## src/pin_mux_pkg.sv

```systemverilog
// Shared constants and types for the multipurpose pin function multiplexer
package pin_mux_pkg;

  // ***************************************************************
  // Function codes of the second multipurpose pin (pin two)
  // ***************************************************************
  localparam logic [3:0] PIN2_INTERRUPT = 4'h0;
  localparam logic [3:0] PIN2_REF0_ACTIVITY = 4'h1;
  localparam logic [3:0] PIN2_DL0_HOLDOVER = 4'h2;
  localparam logic [3:0] PIN2_DL1_HOLDOVER = 4'h3;
  localparam logic [3:0] PIN2_DL0_LOCK = 4'h4;
  localparam logic [3:0] PIN2_DL1_LOCK = 4'h5;
  localparam logic [3:0] PIN2_AL0_LOCK = 4'h6;
  localparam logic [3:0] PIN2_RF_LOCK = 4'h7;
  localparam logic [3:0] PIN2_DL0_REF_SELECT = 4'h8;

  // ***************************************************************
  // Function codes of the third multipurpose pin (pin three)
  // ***************************************************************
  localparam logic [3:0] PIN3_INTERRUPT = 4'h0;
  localparam logic [3:0] PIN3_REF0_ACTIVITY = 4'h1;
  localparam logic [3:0] PIN3_REF1_ACTIVITY = 4'h2;
  localparam logic [3:0] PIN3_READY = 4'h3;
  localparam logic [3:0] PIN3_DL0_LOCK = 4'h4;
  localparam logic [3:0] PIN3_DL1_LOCK = 4'h5;
  localparam logic [3:0] PIN3_AL1_LOCK = 4'h6;
  localparam logic [3:0] PIN3_AL2_LOCK = 4'h7;
  localparam logic [3:0] PIN3_DL1_REF_SELECT = 4'h8;

  // ***************************************************************
  // Shared codes, field positions and counts
  // ***************************************************************
  localparam logic [3:0] SEL_OE_FIRST = 4'h9;
  localparam int SEL_INPUT_BIT = 3;
  localparam int OE_GROUPS = 7;
  localparam int STATUS_WIDTH = 8;

  // ***************************************************************
  // Reset values and startup timing
  // ***************************************************************
  localparam logic [3:0] PIN2_SELECT_RESET = 4'h6;
  localparam logic [3:0] PIN3_SELECT_RESET = 4'h3;
  localparam logic [1:0] BOOT_CONFIG_RESET = 2'h0;
  localparam logic FILTER_RESET = 1'b0;
  localparam logic [2:0] SAMPLE_WAIT = 3'h4;

  // Startup sequence, Gray coded along the path
  typedef enum logic [1:0] {
    ST_SAMPLE = 2'b00,
    ST_LOAD = 2'b01,
    ST_RUN = 2'b11
  } startup_state_t;

endpackage

```

## src/pin_input_filter.sv

```systemverilog
// Three-stage input synchroniser whose output follows once stages two and three agree
`timescale 1ns/1ns
module pin_input_filter (
  // Clock and reset
  input wire logic mclk,
  input wire logic rst_n,
  // Asynchronous pin level
  input wire logic pinIn,
  // Filtered level in the mclk domain
  output logic filtered
);

  logic stageOne;
  logic stageTwo;
  logic stageThree;
  logic next_filtered;

  // A single-cycle disagreement is treated as a glitch and ignored
  always_comb begin
    next_filtered = (stageTwo == stageThree) ? stageThree : filtered;
  end

  // Stage one feeds only stage two, so metastability cannot spread
  always_ff @(posedge mclk or negedge rst_n) begin
    if (!rst_n) begin
      stageOne <= pin_mux_pkg::FILTER_RESET;
      stageTwo <= pin_mux_pkg::FILTER_RESET;
      stageThree <= pin_mux_pkg::FILTER_RESET;
      filtered <= pin_mux_pkg::FILTER_RESET;
    end else begin
      stageOne <= pinIn;
      stageTwo <= stageOne;
      stageThree <= stageTwo;
      filtered <= next_filtered;
    end
  end

endmodule // pin_input_filter

```

## src/pin_function_mux.sv

```systemverilog
// Decodes one pin's function code into its output value and drive direction
`timescale 1ns/1ns
module pin_function_mux (
  // Function code of the pin
  input wire logic [3:0] code,
  // Status bits ordered by output function code
  input wire logic [7:0] status,
  // Pin value and direction
  output logic value,
  output logic drives
);

  // Codes with the top bit set make the pin an input
  always_comb begin
    drives = !code[pin_mux_pkg::SEL_INPUT_BIT];
    value = drives ? status[code[2:0]] : 1'b0;
  end

endmodule // pin_function_mux

```

## src/status_pin_function_mux.sv

```systemverilog
// Multipurpose pin function multiplexer with startup sampling and status reporting
//
// Notes on behaviour
// [RULE_01] Pin two code 0110 drives analog loop zero lock state.
// [RULE_02] Pin two code 0111 drives the RF synthesizer loop lock state.
// [RULE_03] Pin two code 1000 is an input choosing digital loop zero reference.
// [RULE_04] Codes 1001 to 1111 on pin two or three enable output groups 0 to 6.
// [RULE_05] Low enable pin leaves register bits in charge; high forces group enabled.
// [RULE_06] Pin three code 0000 drives the pending interrupt level.
// [RULE_07] Pin three code 0001 drives reference zero valid.
// [RULE_08] Pin three code 0010 drives reference one valid.
// [RULE_09] Pin three code 0011 drives the device ready level.
// [RULE_10] Pin three codes 0100 and 0101 drive digital loop zero and one lock.
// [RULE_11] Pin three code 0110 drives analog loop one lock state.
// [RULE_12] Pin three code 0111 drives analog loop two lock state.
// [RULE_13] Pin three code 1000 is an input choosing digital loop one reference.
// [RULE_14] Pins zero and one are inputs at startup, sampled after reset release.
// [RULE_15] The sampled two bits choose one of four stored configurations.
// [RULE_16] With no resistors fitted the startup selection defaults to 00.
// [RULE_17] During startup pins two and three are always driven outputs.
// [RULE_18] At startup pin two shows analog loop zero lock.
// [RULE_19] At startup pin three shows ready: low until initialization completes.
// [RULE_20] Ready on pin three mirrors the device ready status bit.
// [RULE_21] Pin-derived startup settings stay writable by later serial accesses.
// [RULE_22] After startup each pin's direction follows its function code.
`timescale 1ns/1ns
module status_pin_function_mux (
  // Clock and reset
  input wire logic mclk,
  input wire logic rst_n,
  // Multipurpose pins
  input wire logic multipurposePinZeroIn,
  input wire logic multipurposePinOneIn,
  input wire logic multipurposePinTwoIn,
  output logic multipurposePinTwoOut,
  output logic multipurposePinTwoOe,
  input wire logic multipurposePinThreeIn,
  output logic multipurposePinThreeOut,
  output logic multipurposePinThreeOe,
  // Status from the device core
  input wire logic interruptPending,
  input wire logic refZeroValid,
  input wire logic refOneValid,
  input wire logic digitalLoopZeroHoldover,
  input wire logic digitalLoopOneHoldover,
  input wire logic digitalLoopZeroLocked,
  input wire logic digitalLoopOneLocked,
  input wire logic analogLoopZeroLocked,
  input wire logic analogLoopOneLocked,
  input wire logic analogLoopTwoLocked,
  input wire logic rfSynthLoopLocked,
  input wire logic deviceReadyStatusBit,
  // Serial port register access
  input wire logic pin2SelectWrite,
  input wire logic [3:0] pin2SelectData,
  input wire logic pin3SelectWrite,
  input wire logic [3:0] pin3SelectData,
  input wire logic bootConfigWrite,
  input wire logic [1:0] bootConfigData,
  output logic [3:0] pin2FunctionSelect,
  output logic [3:0] pin3FunctionSelect,
  output logic [1:0] bootConfigSelect,
  // Configuration loader
  output logic bootConfigLoad,
  output logic startupDone,
  // Reference selection and output group enables
  input wire logic [6:0] registerOutputEnable,
  output logic digitalLoopZeroRefSelect,
  output logic digitalLoopZeroRefPinMode,
  output logic digitalLoopOneRefSelect,
  output logic digitalLoopOneRefPinMode,
  output logic [6:0] groupOutputEnable
);

  // ***************************************************************
  // Pin input synchronisers
  // ***************************************************************
  logic [3:0] pinRaw;
  logic [3:0] pinFilt;

  assign pinRaw = {multipurposePinThreeIn, multipurposePinTwoIn, multipurposePinOneIn, multipurposePinZeroIn};

  genvar p;
  generate
    for (p = 0; p < 4; p++) begin : g_filter
      pin_input_filter u_filter (
        .mclk(mclk),
        .rst_n(rst_n),
        .pinIn(pinRaw[p]),
        .filtered(pinFilt[p])
      );
    end
  endgenerate

  // ***************************************************************
  // Startup sequence
  // ***************************************************************
  pin_mux_pkg::startup_state_t state, next_state;
  logic [2:0] sampleCount, next_sampleCount;
  logic captureNow, run;

  // Capture waits until the filters have seen the released pins
  assign captureNow = (state == pin_mux_pkg::ST_SAMPLE) && (sampleCount == pin_mux_pkg::SAMPLE_WAIT);
  assign run = (state == pin_mux_pkg::ST_RUN);

  // Sample, then wait for the core to report ready
  always_comb begin
    next_state = state;
    next_sampleCount = sampleCount;
    case (state)
      pin_mux_pkg::ST_SAMPLE: begin
        next_sampleCount = sampleCount + 3'h1;
        if (captureNow) begin
          next_state = pin_mux_pkg::ST_LOAD; // RULE_14
        end
      end
      pin_mux_pkg::ST_LOAD: begin
        if (deviceReadyStatusBit) begin
          next_state = pin_mux_pkg::ST_RUN;
        end
      end
      pin_mux_pkg::ST_RUN: begin
        next_state = pin_mux_pkg::ST_RUN;
      end
      default: begin
        next_state = pin_mux_pkg::ST_SAMPLE;
      end
    endcase
  end

  // Sequence registers
  always_ff @(posedge mclk or negedge rst_n) begin
    if (!rst_n) begin
      state <= pin_mux_pkg::ST_SAMPLE;
      sampleCount <= 3'h0;
    end else begin
      state <= next_state;
      sampleCount <= next_sampleCount;
    end
  end

  // ***************************************************************
  // Function select and startup configuration registers
  // ***************************************************************
  logic [3:0] next_pin2FunctionSelect, next_pin3FunctionSelect;
  logic [1:0] next_bootConfigSelect;
  logic next_bootConfigLoad;

  // A serial write in the capture cycle wins, since it is the newer intent
  always_comb begin
    next_pin2FunctionSelect = pin2SelectWrite ? pin2SelectData : pin2FunctionSelect; // RULE_21
    next_pin3FunctionSelect = pin3SelectWrite ? pin3SelectData : pin3FunctionSelect; // RULE_21
    next_bootConfigSelect = bootConfigSelect;
    if (bootConfigWrite) begin
      next_bootConfigSelect = bootConfigData; // RULE_21
    end else if (captureNow) begin
      next_bootConfigSelect = {pinFilt[1], pinFilt[0]}; // RULE_15
    end
    next_bootConfigLoad = captureNow; // RULE_15
  end

  // Reset values are the startup functions; pulled-down pins read 00
  always_ff @(posedge mclk or negedge rst_n) begin
    if (!rst_n) begin
      pin2FunctionSelect <= pin_mux_pkg::PIN2_SELECT_RESET;
      pin3FunctionSelect <= pin_mux_pkg::PIN3_SELECT_RESET;
      bootConfigSelect <= pin_mux_pkg::BOOT_CONFIG_RESET; // RULE_16
      bootConfigLoad <= 1'b0;
    end else begin
      pin2FunctionSelect <= next_pin2FunctionSelect;
      pin3FunctionSelect <= next_pin3FunctionSelect;
      bootConfigSelect <= next_bootConfigSelect;
      bootConfigLoad <= next_bootConfigLoad;
    end
  end

  // ***************************************************************
  // Output functions of pins two and three
  // ***************************************************************
  logic [7:0] pin2Status, pin3Status;
  logic pin2Value, pin2Drives, pin3Value, pin3Drives;
  logic next_pinTwoOut, next_pinTwoOe, next_pinThreeOut, next_pinThreeOe, next_startupDone;

  // Status bits placed at the position of their function code
  assign pin2Status = {rfSynthLoopLocked, analogLoopZeroLocked, digitalLoopOneLocked, digitalLoopZeroLocked,
                       digitalLoopOneHoldover, digitalLoopZeroHoldover, refZeroValid, interruptPending};
  assign pin3Status = {analogLoopTwoLocked, analogLoopOneLocked, digitalLoopOneLocked, digitalLoopZeroLocked,
                       deviceReadyStatusBit, refOneValid, refZeroValid, interruptPending};

  pin_function_mux u_pin2_mux (
    .code(pin2FunctionSelect),
    .status(pin2Status),
    .value(pin2Value),
    .drives(pin2Drives)
  );

  pin_function_mux u_pin3_mux (
    .code(pin3FunctionSelect),
    .status(pin3Status),
    .value(pin3Value),
    .drives(pin3Drives)
  );

  // Startup forces fixed status outputs whatever the selectors hold
  always_comb begin
    if (run) begin
      next_pinTwoOut = pin2Value; // RULE_01 RULE_02
      next_pinTwoOe = pin2Drives; // RULE_22
      next_pinThreeOut = pin3Value; // RULE_06 RULE_07 RULE_08 RULE_09 RULE_10 RULE_11 RULE_12
      next_pinThreeOe = pin3Drives; // RULE_22
    end else begin
      next_pinTwoOut = analogLoopZeroLocked; // RULE_18
      next_pinTwoOe = 1'b1; // RULE_17
      next_pinThreeOut = deviceReadyStatusBit; // RULE_19 RULE_20
      next_pinThreeOe = 1'b1; // RULE_17
    end
    next_startupDone = run;
  end

  // Pins are driven from flops so they never glitch on selector changes
  always_ff @(posedge mclk or negedge rst_n) begin
    if (!rst_n) begin
      multipurposePinTwoOut <= 1'b0;
      multipurposePinTwoOe <= 1'b1;
      multipurposePinThreeOut <= 1'b0;
      multipurposePinThreeOe <= 1'b1;
      startupDone <= 1'b0;
    end else begin
      multipurposePinTwoOut <= next_pinTwoOut;
      multipurposePinTwoOe <= next_pinTwoOe;
      multipurposePinThreeOut <= next_pinThreeOut;
      multipurposePinThreeOe <= next_pinThreeOe;
      startupDone <= next_startupDone;
    end
  end

  // ***************************************************************
  // Input functions of pins two and three
  // ***************************************************************
  logic next_dl0RefSelect, next_dl0PinMode, next_dl1RefSelect, next_dl1PinMode;
  logic [6:0] next_groupOutputEnable;

  // Reference selection only counts after startup, when the pin is released
  always_comb begin
    next_dl0PinMode = run && (pin2FunctionSelect == pin_mux_pkg::PIN2_DL0_REF_SELECT);
    next_dl0RefSelect = next_dl0PinMode && pinFilt[2]; // RULE_03
    next_dl1PinMode = run && (pin3FunctionSelect == pin_mux_pkg::PIN3_DL1_REF_SELECT);
    next_dl1RefSelect = next_dl1PinMode && pinFilt[3]; // RULE_13
  end

  // One enable term per output group; either pin may force it on
  genvar g;
  generate
    for (g = 0; g < pin_mux_pkg::OE_GROUPS; g++) begin : g_group
      localparam logic [3:0] GROUP_CODE = 4'(pin_mux_pkg::SEL_OE_FIRST + 4'(g));
      always_comb begin
        next_groupOutputEnable[g] = registerOutputEnable[g] // RULE_05
          || (run && (pin2FunctionSelect == GROUP_CODE) && pinFilt[2]) // RULE_04
          || (run && (pin3FunctionSelect == GROUP_CODE) && pinFilt[3]); // RULE_04
      end
    end
  endgenerate

  // Input function results
  always_ff @(posedge mclk or negedge rst_n) begin
    if (!rst_n) begin
      digitalLoopZeroRefSelect <= 1'b0;
      digitalLoopZeroRefPinMode <= 1'b0;
      digitalLoopOneRefSelect <= 1'b0;
      digitalLoopOneRefPinMode <= 1'b0;
      groupOutputEnable <= 7'h00;
    end else begin
      digitalLoopZeroRefSelect <= next_dl0RefSelect;
      digitalLoopZeroRefPinMode <= next_dl0PinMode;
      digitalLoopOneRefSelect <= next_dl1RefSelect;
      digitalLoopOneRefPinMode <= next_dl1PinMode;
      groupOutputEnable <= next_groupOutputEnable;
    end
  end

  // ***************************************************************
  // Assertions
  // ***************************************************************
  property p_pin2_al0_lock;
    @(posedge mclk) disable iff (!rst_n)
    (run && pin2FunctionSelect == pin_mux_pkg::PIN2_AL0_LOCK) |=>
      multipurposePinTwoOut == $past(analogLoopZeroLocked) && multipurposePinTwoOe;
  endproperty
  a_pin2_al0_lock: assert property (p_pin2_al0_lock) else $error("pin two not showing analog loop zero lock"); // RULE_01
  property p_pin2_rf_lock;
    @(posedge mclk) disable iff (!rst_n)
    (run && pin2FunctionSelect == pin_mux_pkg::PIN2_RF_LOCK) |=> multipurposePinTwoOut == $past(rfSynthLoopLocked);
  endproperty
  a_pin2_rf_lock: assert property (p_pin2_rf_lock) else $error("pin two not showing rf loop lock"); // RULE_02
  property p_dl0_ref_select;
    @(posedge mclk) disable iff (!rst_n)
    (run && pin2FunctionSelect == pin_mux_pkg::PIN2_DL0_REF_SELECT) |=>
      !multipurposePinTwoOe && digitalLoopZeroRefPinMode && digitalLoopZeroRefSelect == $past(pinFilt[2]);
  endproperty
  a_dl0_ref_select: assert property (p_dl0_ref_select) else $error("loop zero reference select wrong"); // RULE_03
  property p_group_forced;
    @(posedge mclk) disable iff (!rst_n)
    run && (pin2FunctionSelect == pin_mux_pkg::SEL_OE_FIRST && pinFilt[2]
      || pin3FunctionSelect == pin_mux_pkg::SEL_OE_FIRST && pinFilt[3]) |=> groupOutputEnable[0];
  endproperty
  a_group_forced: assert property (p_group_forced) else $error("enable pin did not force group zero on"); // RULE_04
  property p_group_register;
    @(posedge mclk) disable iff (!rst_n)
    !run |=> groupOutputEnable == $past(registerOutputEnable);
  endproperty
  a_group_register: assert property (p_group_register) else $error("group enables not from register bits"); // RULE_05
  property p_pin3_interrupt;
    @(posedge mclk) disable iff (!rst_n)
    (run && pin3FunctionSelect == pin_mux_pkg::PIN3_INTERRUPT) |=> multipurposePinThreeOut == $past(interruptPending);
  endproperty
  a_pin3_interrupt: assert property (p_pin3_interrupt) else $error("pin three not showing interrupt"); // RULE_06
  property p_pin3_ref1;
    @(posedge mclk) disable iff (!rst_n)
    (run && pin3FunctionSelect == pin_mux_pkg::PIN3_REF1_ACTIVITY) |=> multipurposePinThreeOut == $past(refOneValid);
  endproperty
  a_pin3_ref1: assert property (p_pin3_ref1) else $error("pin three not showing reference one activity"); // RULE_08
  property p_pin3_dl1_lock;
    @(posedge mclk) disable iff (!rst_n)
    (run && pin3FunctionSelect == pin_mux_pkg::PIN3_DL1_LOCK) |=>
      multipurposePinThreeOut == $past(digitalLoopOneLocked);
  endproperty
  a_pin3_dl1_lock: assert property (p_pin3_dl1_lock) else $error("pin three not showing loop one lock"); // RULE_10
  property p_pin3_al2_lock;
    @(posedge mclk) disable iff (!rst_n)
    (run && pin3FunctionSelect == pin_mux_pkg::PIN3_AL2_LOCK) |=>
      multipurposePinThreeOut == $past(analogLoopTwoLocked);
  endproperty
  a_pin3_al2_lock: assert property (p_pin3_al2_lock) else $error("pin three not showing analog loop two lock"); // RULE_12
  property p_capture;
    @(posedge mclk) disable iff (!rst_n)
    (captureNow && !bootConfigWrite) |=> bootConfigLoad && bootConfigSelect == $past({pinFilt[1], pinFilt[0]});
  endproperty
  a_capture: assert property (p_capture) else $error("startup pins not captured"); // RULE_15
  property p_capture_time;
    @(posedge mclk) disable iff (!rst_n)
    $rose(state == pin_mux_pkg::ST_LOAD) |-> $past(state == pin_mux_pkg::ST_SAMPLE, 1) && bootConfigLoad;
  endproperty
  a_capture_time: assert property (p_capture_time) else $error("load began without a capture"); // RULE_14
  property p_startup_outputs;
    @(posedge mclk) disable iff (!rst_n)
    !run |=> multipurposePinTwoOe && multipurposePinThreeOe && multipurposePinTwoOut == $past(analogLoopZeroLocked);
  endproperty
  a_startup_outputs: assert property (p_startup_outputs) else $error("startup pin outputs wrong"); // RULE_17
  property p_ready_mirror;
    @(posedge mclk) disable iff (!rst_n)
    !run |=> multipurposePinThreeOut == $past(deviceReadyStatusBit);
  endproperty
  a_ready_mirror: assert property (p_ready_mirror) else $error("ready pin does not mirror status bit"); // RULE_20
  property p_select_write;
    @(posedge mclk) disable iff (!rst_n)
    pin3SelectWrite |=> pin3FunctionSelect == $past(pin3SelectData);
  endproperty
  a_select_write: assert property (p_select_write) else $error("pin three select write lost"); // RULE_21
  property p_direction;
    @(posedge mclk) disable iff (!rst_n)
    run |=> multipurposePinTwoOe == !$past(pin2FunctionSelect[3])
      && multipurposePinThreeOe == !$past(pin3FunctionSelect[3]);
  endproperty
  a_direction: assert property (p_direction) else $error("pin direction does not follow its code"); // RULE_22

endmodule // status_pin_function_mux

```

## config.mk

```make
export PLATFORM = sky130hd
export DESIGN_NAME = status_pin_function_mux
export DESIGN_NICKNAME = d
export VERILOG_FILES = /design/src/pin_mux_pkg.sv /design/src/pin_input_filter.sv /design/src/pin_function_mux.sv /design/src/status_pin_function_mux.sv
export SDC_FILE = /design/constraint.sdc
export NUM_CORES = 1
export LEC_CHECK = 0
export BUFFER_PORTS_ARGS = -buffer_cell sky130_fd_sc_hd__buf_2
export CAP_MARGIN = 40
export CORE_MARGIN = 1
export CORE_UTILIZATION = 52
export CTS_BUF_LIST = sky130_fd_sc_hd__clkbuf_8 sky130_fd_sc_hd__clkbuf_16
export DETAILED_ROUTE_END_ITERATION = 12
export PLACE_DENSITY = 0.91
export SLEW_MARGIN = 20
export SYNTH_ARGS = -nofsm -noshare
export SYNTH_HDL_FRONTEND = slang
export SYNTH_SLANG_ARGS = --single-unit
```

## constraint.sdc

```tcl
create_clock -name mclk -period 3.9 [get_ports mclk]
set_input_delay 0.39 -clock mclk [delete_from_list [all_inputs] [get_ports mclk]]
set_output_delay 0.39 -clock mclk [all_outputs]
set_load 0.02 [all_outputs]
```

==> results of run 1 <==
==> cell usage in the layout (no fill, tap or decap) <==
master and instances:
a311oi_1 2, inv_1 3, o21a_1 1, mux2i_1 6
nand2_1 12, nor3_1 2, a21o_1 7, o21ai_0 2
dfrtp_1 42, bufinv_16 3, nor2_1 2, nand2b_1 4
buf_12 1, or2_2 1, inv_2 1, nand3b_1 3
o32ai_1 1, maj3_1 4, o22ai_1 6, buf_2 64
clkbuf_8 5, nand3_1 2, a32o_1 2, mux2_2 7
or2_0 1, o21bai_1 1, o21ai_1 2, or2b_1 1
xnor2_1 2, and4bb_2 1, mux4_2 2, dfstp_2 6
ha_1 2, nor4_1 2
==> stage by stage <==
step / cells / setup WS [ps] / total power [mW] / hold WS, ps
2_1_floorplan: 133 / 2148 / 0.6522 / 94.41
3_3_place_gp: 240 / 2284 / 0.7107 / 331.7
3_5_place_dp: 241 / 2258 / 0.7184 / 336.5
4_1_cts: 249 / 2238 / 1.196 / 58.00
5_1_grt: 249 / 2188 / 1.233 / 76.71
6_report: 249 / 2235 / 1.183 / 50.81
==> kinds of logic (layout without fill, tap and decap cells) <==
logic type               count (synthesis)  in the layout  synth area share
multiplexers                            15             15           0.09960
AO/OA/AOI/OAI                           24             24           0.09283
adder cells (fa/ha/maj)                  6              6           0.03523
XOR/XNOR                                 2              2          0.009487
AND/OR/NAND/NOR                         31             31           0.08943
flip-flops                              48             48            0.6545
buffers and inverters                    7             77           0.01896
==> critical path: cells and delay by family (launching register included) <==
| kind | cells | cell delay [ps] |
|---|---|---|
| and+or+nand+nor | 1 | 160 |
| AOI/OAI and AO/OA | 1 | 220 |
| DFF | 1 | 660 |
| muxes | 1 | 510 |
==> state kept, by name (all words and copies together) (netlist names), 2 cells and up <==
register,count
pin3FunctionSelect,4
pin2FunctionSelect,4
sampleCount,3
bootConfigSelect,2
g_filter.u_filter.filtered,4
g_filter.u_filter.stageTwo,4
groupOutputEnable,7
g_filter.u_filter.stageOne,4
state,2
g_filter.u_filter.stageThree,4
==> metal layers <==
layer	wire length (µm)	global-route usage	up-vias
met5	0	0	-
met4	82	0.1143	0
met3	216	0.05672	10
met2	1625	0.2826	38
met1	1423	0.2731	623
li1	-	-	611
==> cell type report <==
cell class	count	area share
Clock buffer	5	0.02887
Tap cell	46	0.02415
Timing Repair Buffer	65	0.1428
Sequential cell	48	0.5071
Inverter	4	0.006299
Multi-Input combinational cell	78	0.2530
Clock inverter	3	0.03780
==> final timing paths <==
kind                                                    start                            end  slack, ps  cells past startpoint
min in group mclk                        multipurposePinTwoIn  g_filter[2].u_filter.stageOne        200                      1
worst min-delay path                                    rst_n  g_filter[1].u_filter.stageTwo         50                      1
worst min register to register  g_filter[0].u_filter.stageOne  g_filter[0].u_filter.stageTwo        350                      0
worst max register to register          pin3FunctionSelect[0]        multipurposePinThreeOut       2240                      3
worst max-delay path                    pin3FunctionSelect[0]        multipurposePinThreeOut       2240                      3
max in group asynchronous                               rst_n           multipurposePinTwoOe       3270                      2
==> where the power goes <==
part | internal [mW] | switching (mW)
clock network | 0.320 | 0.156
logic | 0.0663 | 0.0771
registers | 0.535 | 0.0285
==> results.md, run 1 <==
* Fmax at 600.6 MHz
* CP max stage delay at 660 ps
* Data arrival time at the worst-slack endpoint at 1850 ps
* Number of placement rows at 21
* Resize count post-CTS at 0
* Final design area excluding fillers at 2384 µm²
* Largest fanout of any net on the critical path at 11
* Power density over the cells at 496.4 nW/µm²
* Maximum number of pins on one net before global-route repair at 27
* Global-route wire length before repair at 5140 µm
* Critical Path, Cell by Cell: mux4_2 -> nand2b_1 -> a32o_1
* Longest Clk Path Bufs at 2
* Setup repair after global routing missed its margin: no
* Post-synth top area share at 0.5691
* Number of buffers created by CTS at 5
* Core outline area at 3363 µm²
* Number of antenna repair diodes at 0
* Status: complete, no violations
* Clock-pin slew of the registers on the worst-case setup and hold paths at 80 ps
* Hold Path Class: primary input to asynchronous set/reset pin
* Number of endpoints failing setup at the final stage at 0
* Area contributors post-synth: dfrtp_1, dfstp_2, mux2_2, mux2i_1, a21o_1
* Warnings, synthesis at 0
* Residual overflow from global routing at 0
* Synth-to-Final Area Change at 29.07%
* CTS tree: yes
* Clock tree sinks at 48
* Critical path class: register to register
* Slew @ Worst Pin at 500.9 ps
* Sequential area share after synthesis at 0.6545
* Hold Vio Cnt, Final at 0
* Length of the first detailed-routing pass in iterations at 4
* Maxcap violations at 0
* Number of DRC violations after detailed routing at 0
* Library cell occupying the most area in the post-synthesis netlist: dfrtp_1
* Sequential cell area at 1209 µm²
* Ranking of synthesized cells by instance count: dfrtp_1, nand2_1, a21o_1, mux2_2
* Worst clock skew at 3.254 ps
* Cts hold-fix bufs at 0
* Count of nets after finishing at 242
* I/O Buffers at 64
* Via count of the first global-routing pass at 1167
* Final Wtd Congestion at 0.7728
* Total half-perimeter wirelength after legalization and detailed placement at 2572 µm
* Starting utilization of the core area at 0.5491
* Detail-routed net length per standard cell at 13.44 µm
* Fraction of final layout cells sized beyond drive strength 1 at 0.4483
* Commonest register cell after synthesis: dfrtp_1
* Die X-Extent at 61.60 µm
* Fill cell instance count of the final layout at 260
* Root cell of the clock tree: clkbuf_8
* Leakage power at 1.140 nW
* Required time of the critical path at 4090 ps
* Crit end category: register
* Post-synthesis sequential element count at 48
* Most frequent cell after synthesis: dfrtp_1
* Total cell area at the placement stage at 2225 µm²
* Die height at 61.60 µm
* Die Outline Area at 3794 µm²
* Synthesized area at 1847 µm²
* Synthesized netlist cell count at 133
* Kind of launch point of the worst setup path: register
* Final-report max-slew violation count at 0
* Share of synthesized flip-flops with an asynchronous set or reset at 1.000
* Number of enable flip-flop cells after synthesis at 0
* Netlist cell types at 33
* Area occupied by multi-input gates at 603.1 µm²
* Combined global-route utilization of all metal layers at 0.1982
* Skew-Pair Late Insertion Delay at 290 ps
* Number of vias per cell after detailed routing at 5.149
* Worst rel slew slack at 0.6660
* Top-level port count at 65
* Final Critical Period at 1665 ps
* Slowest-stage cell, CP: dfstp_2
* Aggregate routed wire length at 3347 µm
* Share of the clock period used by the worst path at 0.4269
* Antenna violations before repair at 0
* Overall via count from detail_route at 1282
* Maximum level of the CTS H-tree at 2
* Utilization of the core after routing at 0.7087
* Count of antenna-violating nets left after detailed routing at 0
* Synthesized area divided by synthesized cell count at 13.89 µm²
* Net count after synthesis at 173
* IR Drop Worst-Case VDD at 0.4464 mV
* Number of buffers inserted to repair setup after CTS at 0
* Iter 0 DRT Violations at 20
* Total negative setup slack at 0 ps
No activity file was read; power rests on OpenSTA's default activity.
==> run 2: changes to the inputs <==
--- a/config.mk
+++ b/config.mk
@@ -8,10 +8,10 @@
 export BUFFER_PORTS_ARGS = -buffer_cell sky130_fd_sc_hd__buf_2
 export CAP_MARGIN = 40
 export CORE_MARGIN = 1
-export CORE_UTILIZATION = 52
+export CORE_UTILIZATION = 44
 export CTS_BUF_LIST = sky130_fd_sc_hd__clkbuf_8 sky130_fd_sc_hd__clkbuf_16
 export DETAILED_ROUTE_END_ITERATION = 12
-export PLACE_DENSITY = 0.91
+export PLACE_DENSITY = 0.83
 export SLEW_MARGIN = 20
 export SYNTH_ARGS = -nofsm -noshare
 export SYNTH_HDL_FRONTEND = slang
==> constraint.sdc (replaced) <==
create_clock -name mclk -period 1.5 [get_ports mclk]
set_input_delay 0.15 -clock mclk [delete_from_list [all_inputs] [get_ports mclk]]
set_output_delay 0.15 -clock mclk [all_outputs]
set_load 0.02 [all_outputs]
==> run 2 against run 1 <==
The run now ends with setup timing left. Total power rose by 120%. Core utilization fell by 11 points. Sequential share of layout area fell by 0.71 points. Non-clock buffer count rose by 10. Setup slack got worse by 2200 ps. Critical path type unchanged. Largest cell class unchanged. Highest routed layer unchanged.
==> results.md, run 2 (synthesized netlist as in run 1, its figures left out) <==
* Worst R2R Start: pin3FunctionSelect[0]
* Data arrival time at the worst-slack endpoint at 1680 ps
* Final Critical Period at 1510 ps
* Worst rel slew slack at 0.7738
* Number of placement rows at 23
* I/O Buffers at 64
* Hold Crit Depth at 2
* Aggregate routed wire length at 3516 µm
* Largest register FFs at 7
* Final hold slack at 33.83 ps
* Fill cell instance count of the final layout at 347
* IR Drop Worst-Case VDD at 0.7788 mV
* Final-report max-slew violation count at 0
* Starting utilization of the core area at 0.4584
* Count of antenna-violating nets left after detailed routing at 0
* Maximum number of pins on one net before global-route repair at 35
* Final design area excluding fillers at 2420 µm²
* Global routing usage on met3 at 0.05993
* Largest fanout of any net on the critical path at 2
* Status: complete, but fails checks
* Core outline area at 4029 µm²
* Gr busiest metal: met2
* Die X-Extent at 66.79 µm
* Detail-routed net length per standard cell at 13.37 µm
* Required time of the critical path at 1670 ps
* Overall via count from detail_route at 1329
* Count of nets after finishing at 252
* Die height at 66.79 µm
* Hold Vio Cnt, Final at 0
* Number of vias per cell after detailed routing at 5.053
* Fmax at 662.2 MHz
* Met2 layer usage reported by global route at 0.2588
* Global-route wire length before repair at 5720 µm
* Critical path class: register to register
* Total half-perimeter wirelength after legalization and detailed placement at 2711 µm
* Setup repair after global routing missed its margin: yes
* Total cell area at the placement stage at 2268 µm²
* Maximum level of the CTS H-tree at 2
* GRT met1 Usage at 0.2506
* Logic depth of the worst register-to-register path at 3
* Antenna violations before repair at 0
* Critical register-to-register path endpoint: multipurposePinThreeOut
* Die Outline Area at 4460 µm²
* Most common cell after layout, fill and taps aside: buf_2
* Maxcap violations at 0
* Slew @ Worst Pin at 339.3 ps
* PnR worst setup slack at -10.01 ps
* Residual overflow from global routing at 0
* Via count of the first global-routing pass at 1208
* Fraction of final layout cells sized beyond drive strength 1 at 0.4554
* Worst clock skew at 7.959 ps
* Number of DRC violations after detailed routing at 0
* Violations in the final reports: setup timing
* Utilization of the core after routing at 0.6006
* Clock-pin slew of the registers on the worst-case setup and hold paths at 90 ps
* Post-layout power at 2.639 mW
* Hold Path Class: primary input to register
* Length of the first detailed-routing pass in iterations at 4
* Clock tree sinks at 48
* Worst Hold Endpoint: groupOutputEnable[0]
* Leakage power at 1.160 nW
* Synth-to-Final Area Change at 31.03%
* CTS tree: yes
* Number of antenna repair diodes at 0
* Iter 0 DRT Violations at 63
* Crit end category: register
* Root cell of the clock tree: clkbuf_8
* Final Wtd Congestion at 0.8057
* Most used cells in the layout excluding fill and tap cells: buf_2, dfrtp_1, nand2_1, a21o_1, mux2_2
* Reg-to-reg setup timing slack at -10 ps
* Skew-Pair Late Insertion Delay at 290 ps
* Number of buffers created by CTS at 5
* Top register by number of flip-flops: groupOutputEnable
* Number of endpoints failing setup at the final stage at 1
* Combined global-route utilization of all metal layers at 0.1786
* Longest Clk Path Bufs at 2
* Power density over the cells at 1091 nW/µm²
* Worst Hold Launch: registerOutputEnable[0]
* Share of the clock period used by the worst path at 1.007
* Top-level port count at 65
* Kind of launch point of the worst setup path: register
## run 2: changes by cell type in the layout (fill, tap and decap cells not counted), sizes merged
| cell | previous run | this run |
|---|---|---|
| buf | 65 | 70 |
| clkbuf | 5 | 6 |
| dlygate4sd3 | 0 | 5 |
| bufinv | 3 | 0 |
| clkinvlp | 0 | 1 |
| inv | 4 | 5 |
## run 2: how the worst max path moves through the flow
stage | start | to | cells past startpoint | slack [ps]
after floorplan | pin3FunctionSelect[0] | multipurposePinThreeOut | 4 | -170
after global placement | pin3FunctionSelect[0] | multipurposePinThreeOut | 3 | 30
after detailed placement | pin3FunctionSelect[0] | multipurposePinThreeOut | 3 | -3
after CTS | pin3FunctionSelect[0] | multipurposePinThreeOut | 3 | -10
after global routing | pin3FunctionSelect[0] | multipurposePinThreeOut | 3 | -60
final | pin3FunctionSelect[0] | multipurposePinThreeOut | 3 | -10
## run 2: where the power goes
part | internal (mW) | switching (mW)
clock | 0.368 | 0.396
combinational | 0.202 | 0.233
sequential | 1.39 | 0.0493
## run 2: through the flow
step | instances | setup slack (ps) | TNS (ps)
2_1_floorplan | 133 | -173.7 | -214.4
3_3_place_gp | 250 | 30.61 | 0
3_5_place_dp | 250 | -2.896 | -2.896
4_1_cts | 263 | -13.04 | -13.04
5_1_grt | 263 | -59.68 | -59.68
6_report | 263 | -10.01 | -10.01
## run 2: area by class of cell
class / count / area (µm²) / area share
clock buffer: 6 / 82.58 / 0.03413
clock inverter: 2 / 11.26 / 0.004654
inverter: 4 / 15.01 / 0.006205
multi-input combinational: 78 / 610.6 / 0.2523
sequential: 48 / 1210 / 0.5000
tap: 50 / 62.56 / 0.02585
timing repair buffer: 75 / 427.9 / 0.1768
## run 2: repair_timing
item                                    4_1_cts  5_1_grt
gates resized for setup                       1        0
endpoints found under the setup margin        1        1
setup buffers                                 0        0
hold buffers                                  5        0
endpoints found under the hold margin        16        0
## run 2: metal layers
| layer | up-vias | wire [µm] |
|---|---|---|
| li1 | 642 | - |
| met1 | 647 | 1647 |
| met2 | 36 | 1647 |
| met3 | 4 | 165 |
| met4 | 0 | 56 |
| met5 | - | 0 |
## run 2: critical path: stages (launching register included)
cell and delay [ps]:
dfstp_2 550, mux4_2 480, nand2b_4 140, a32o_1 220
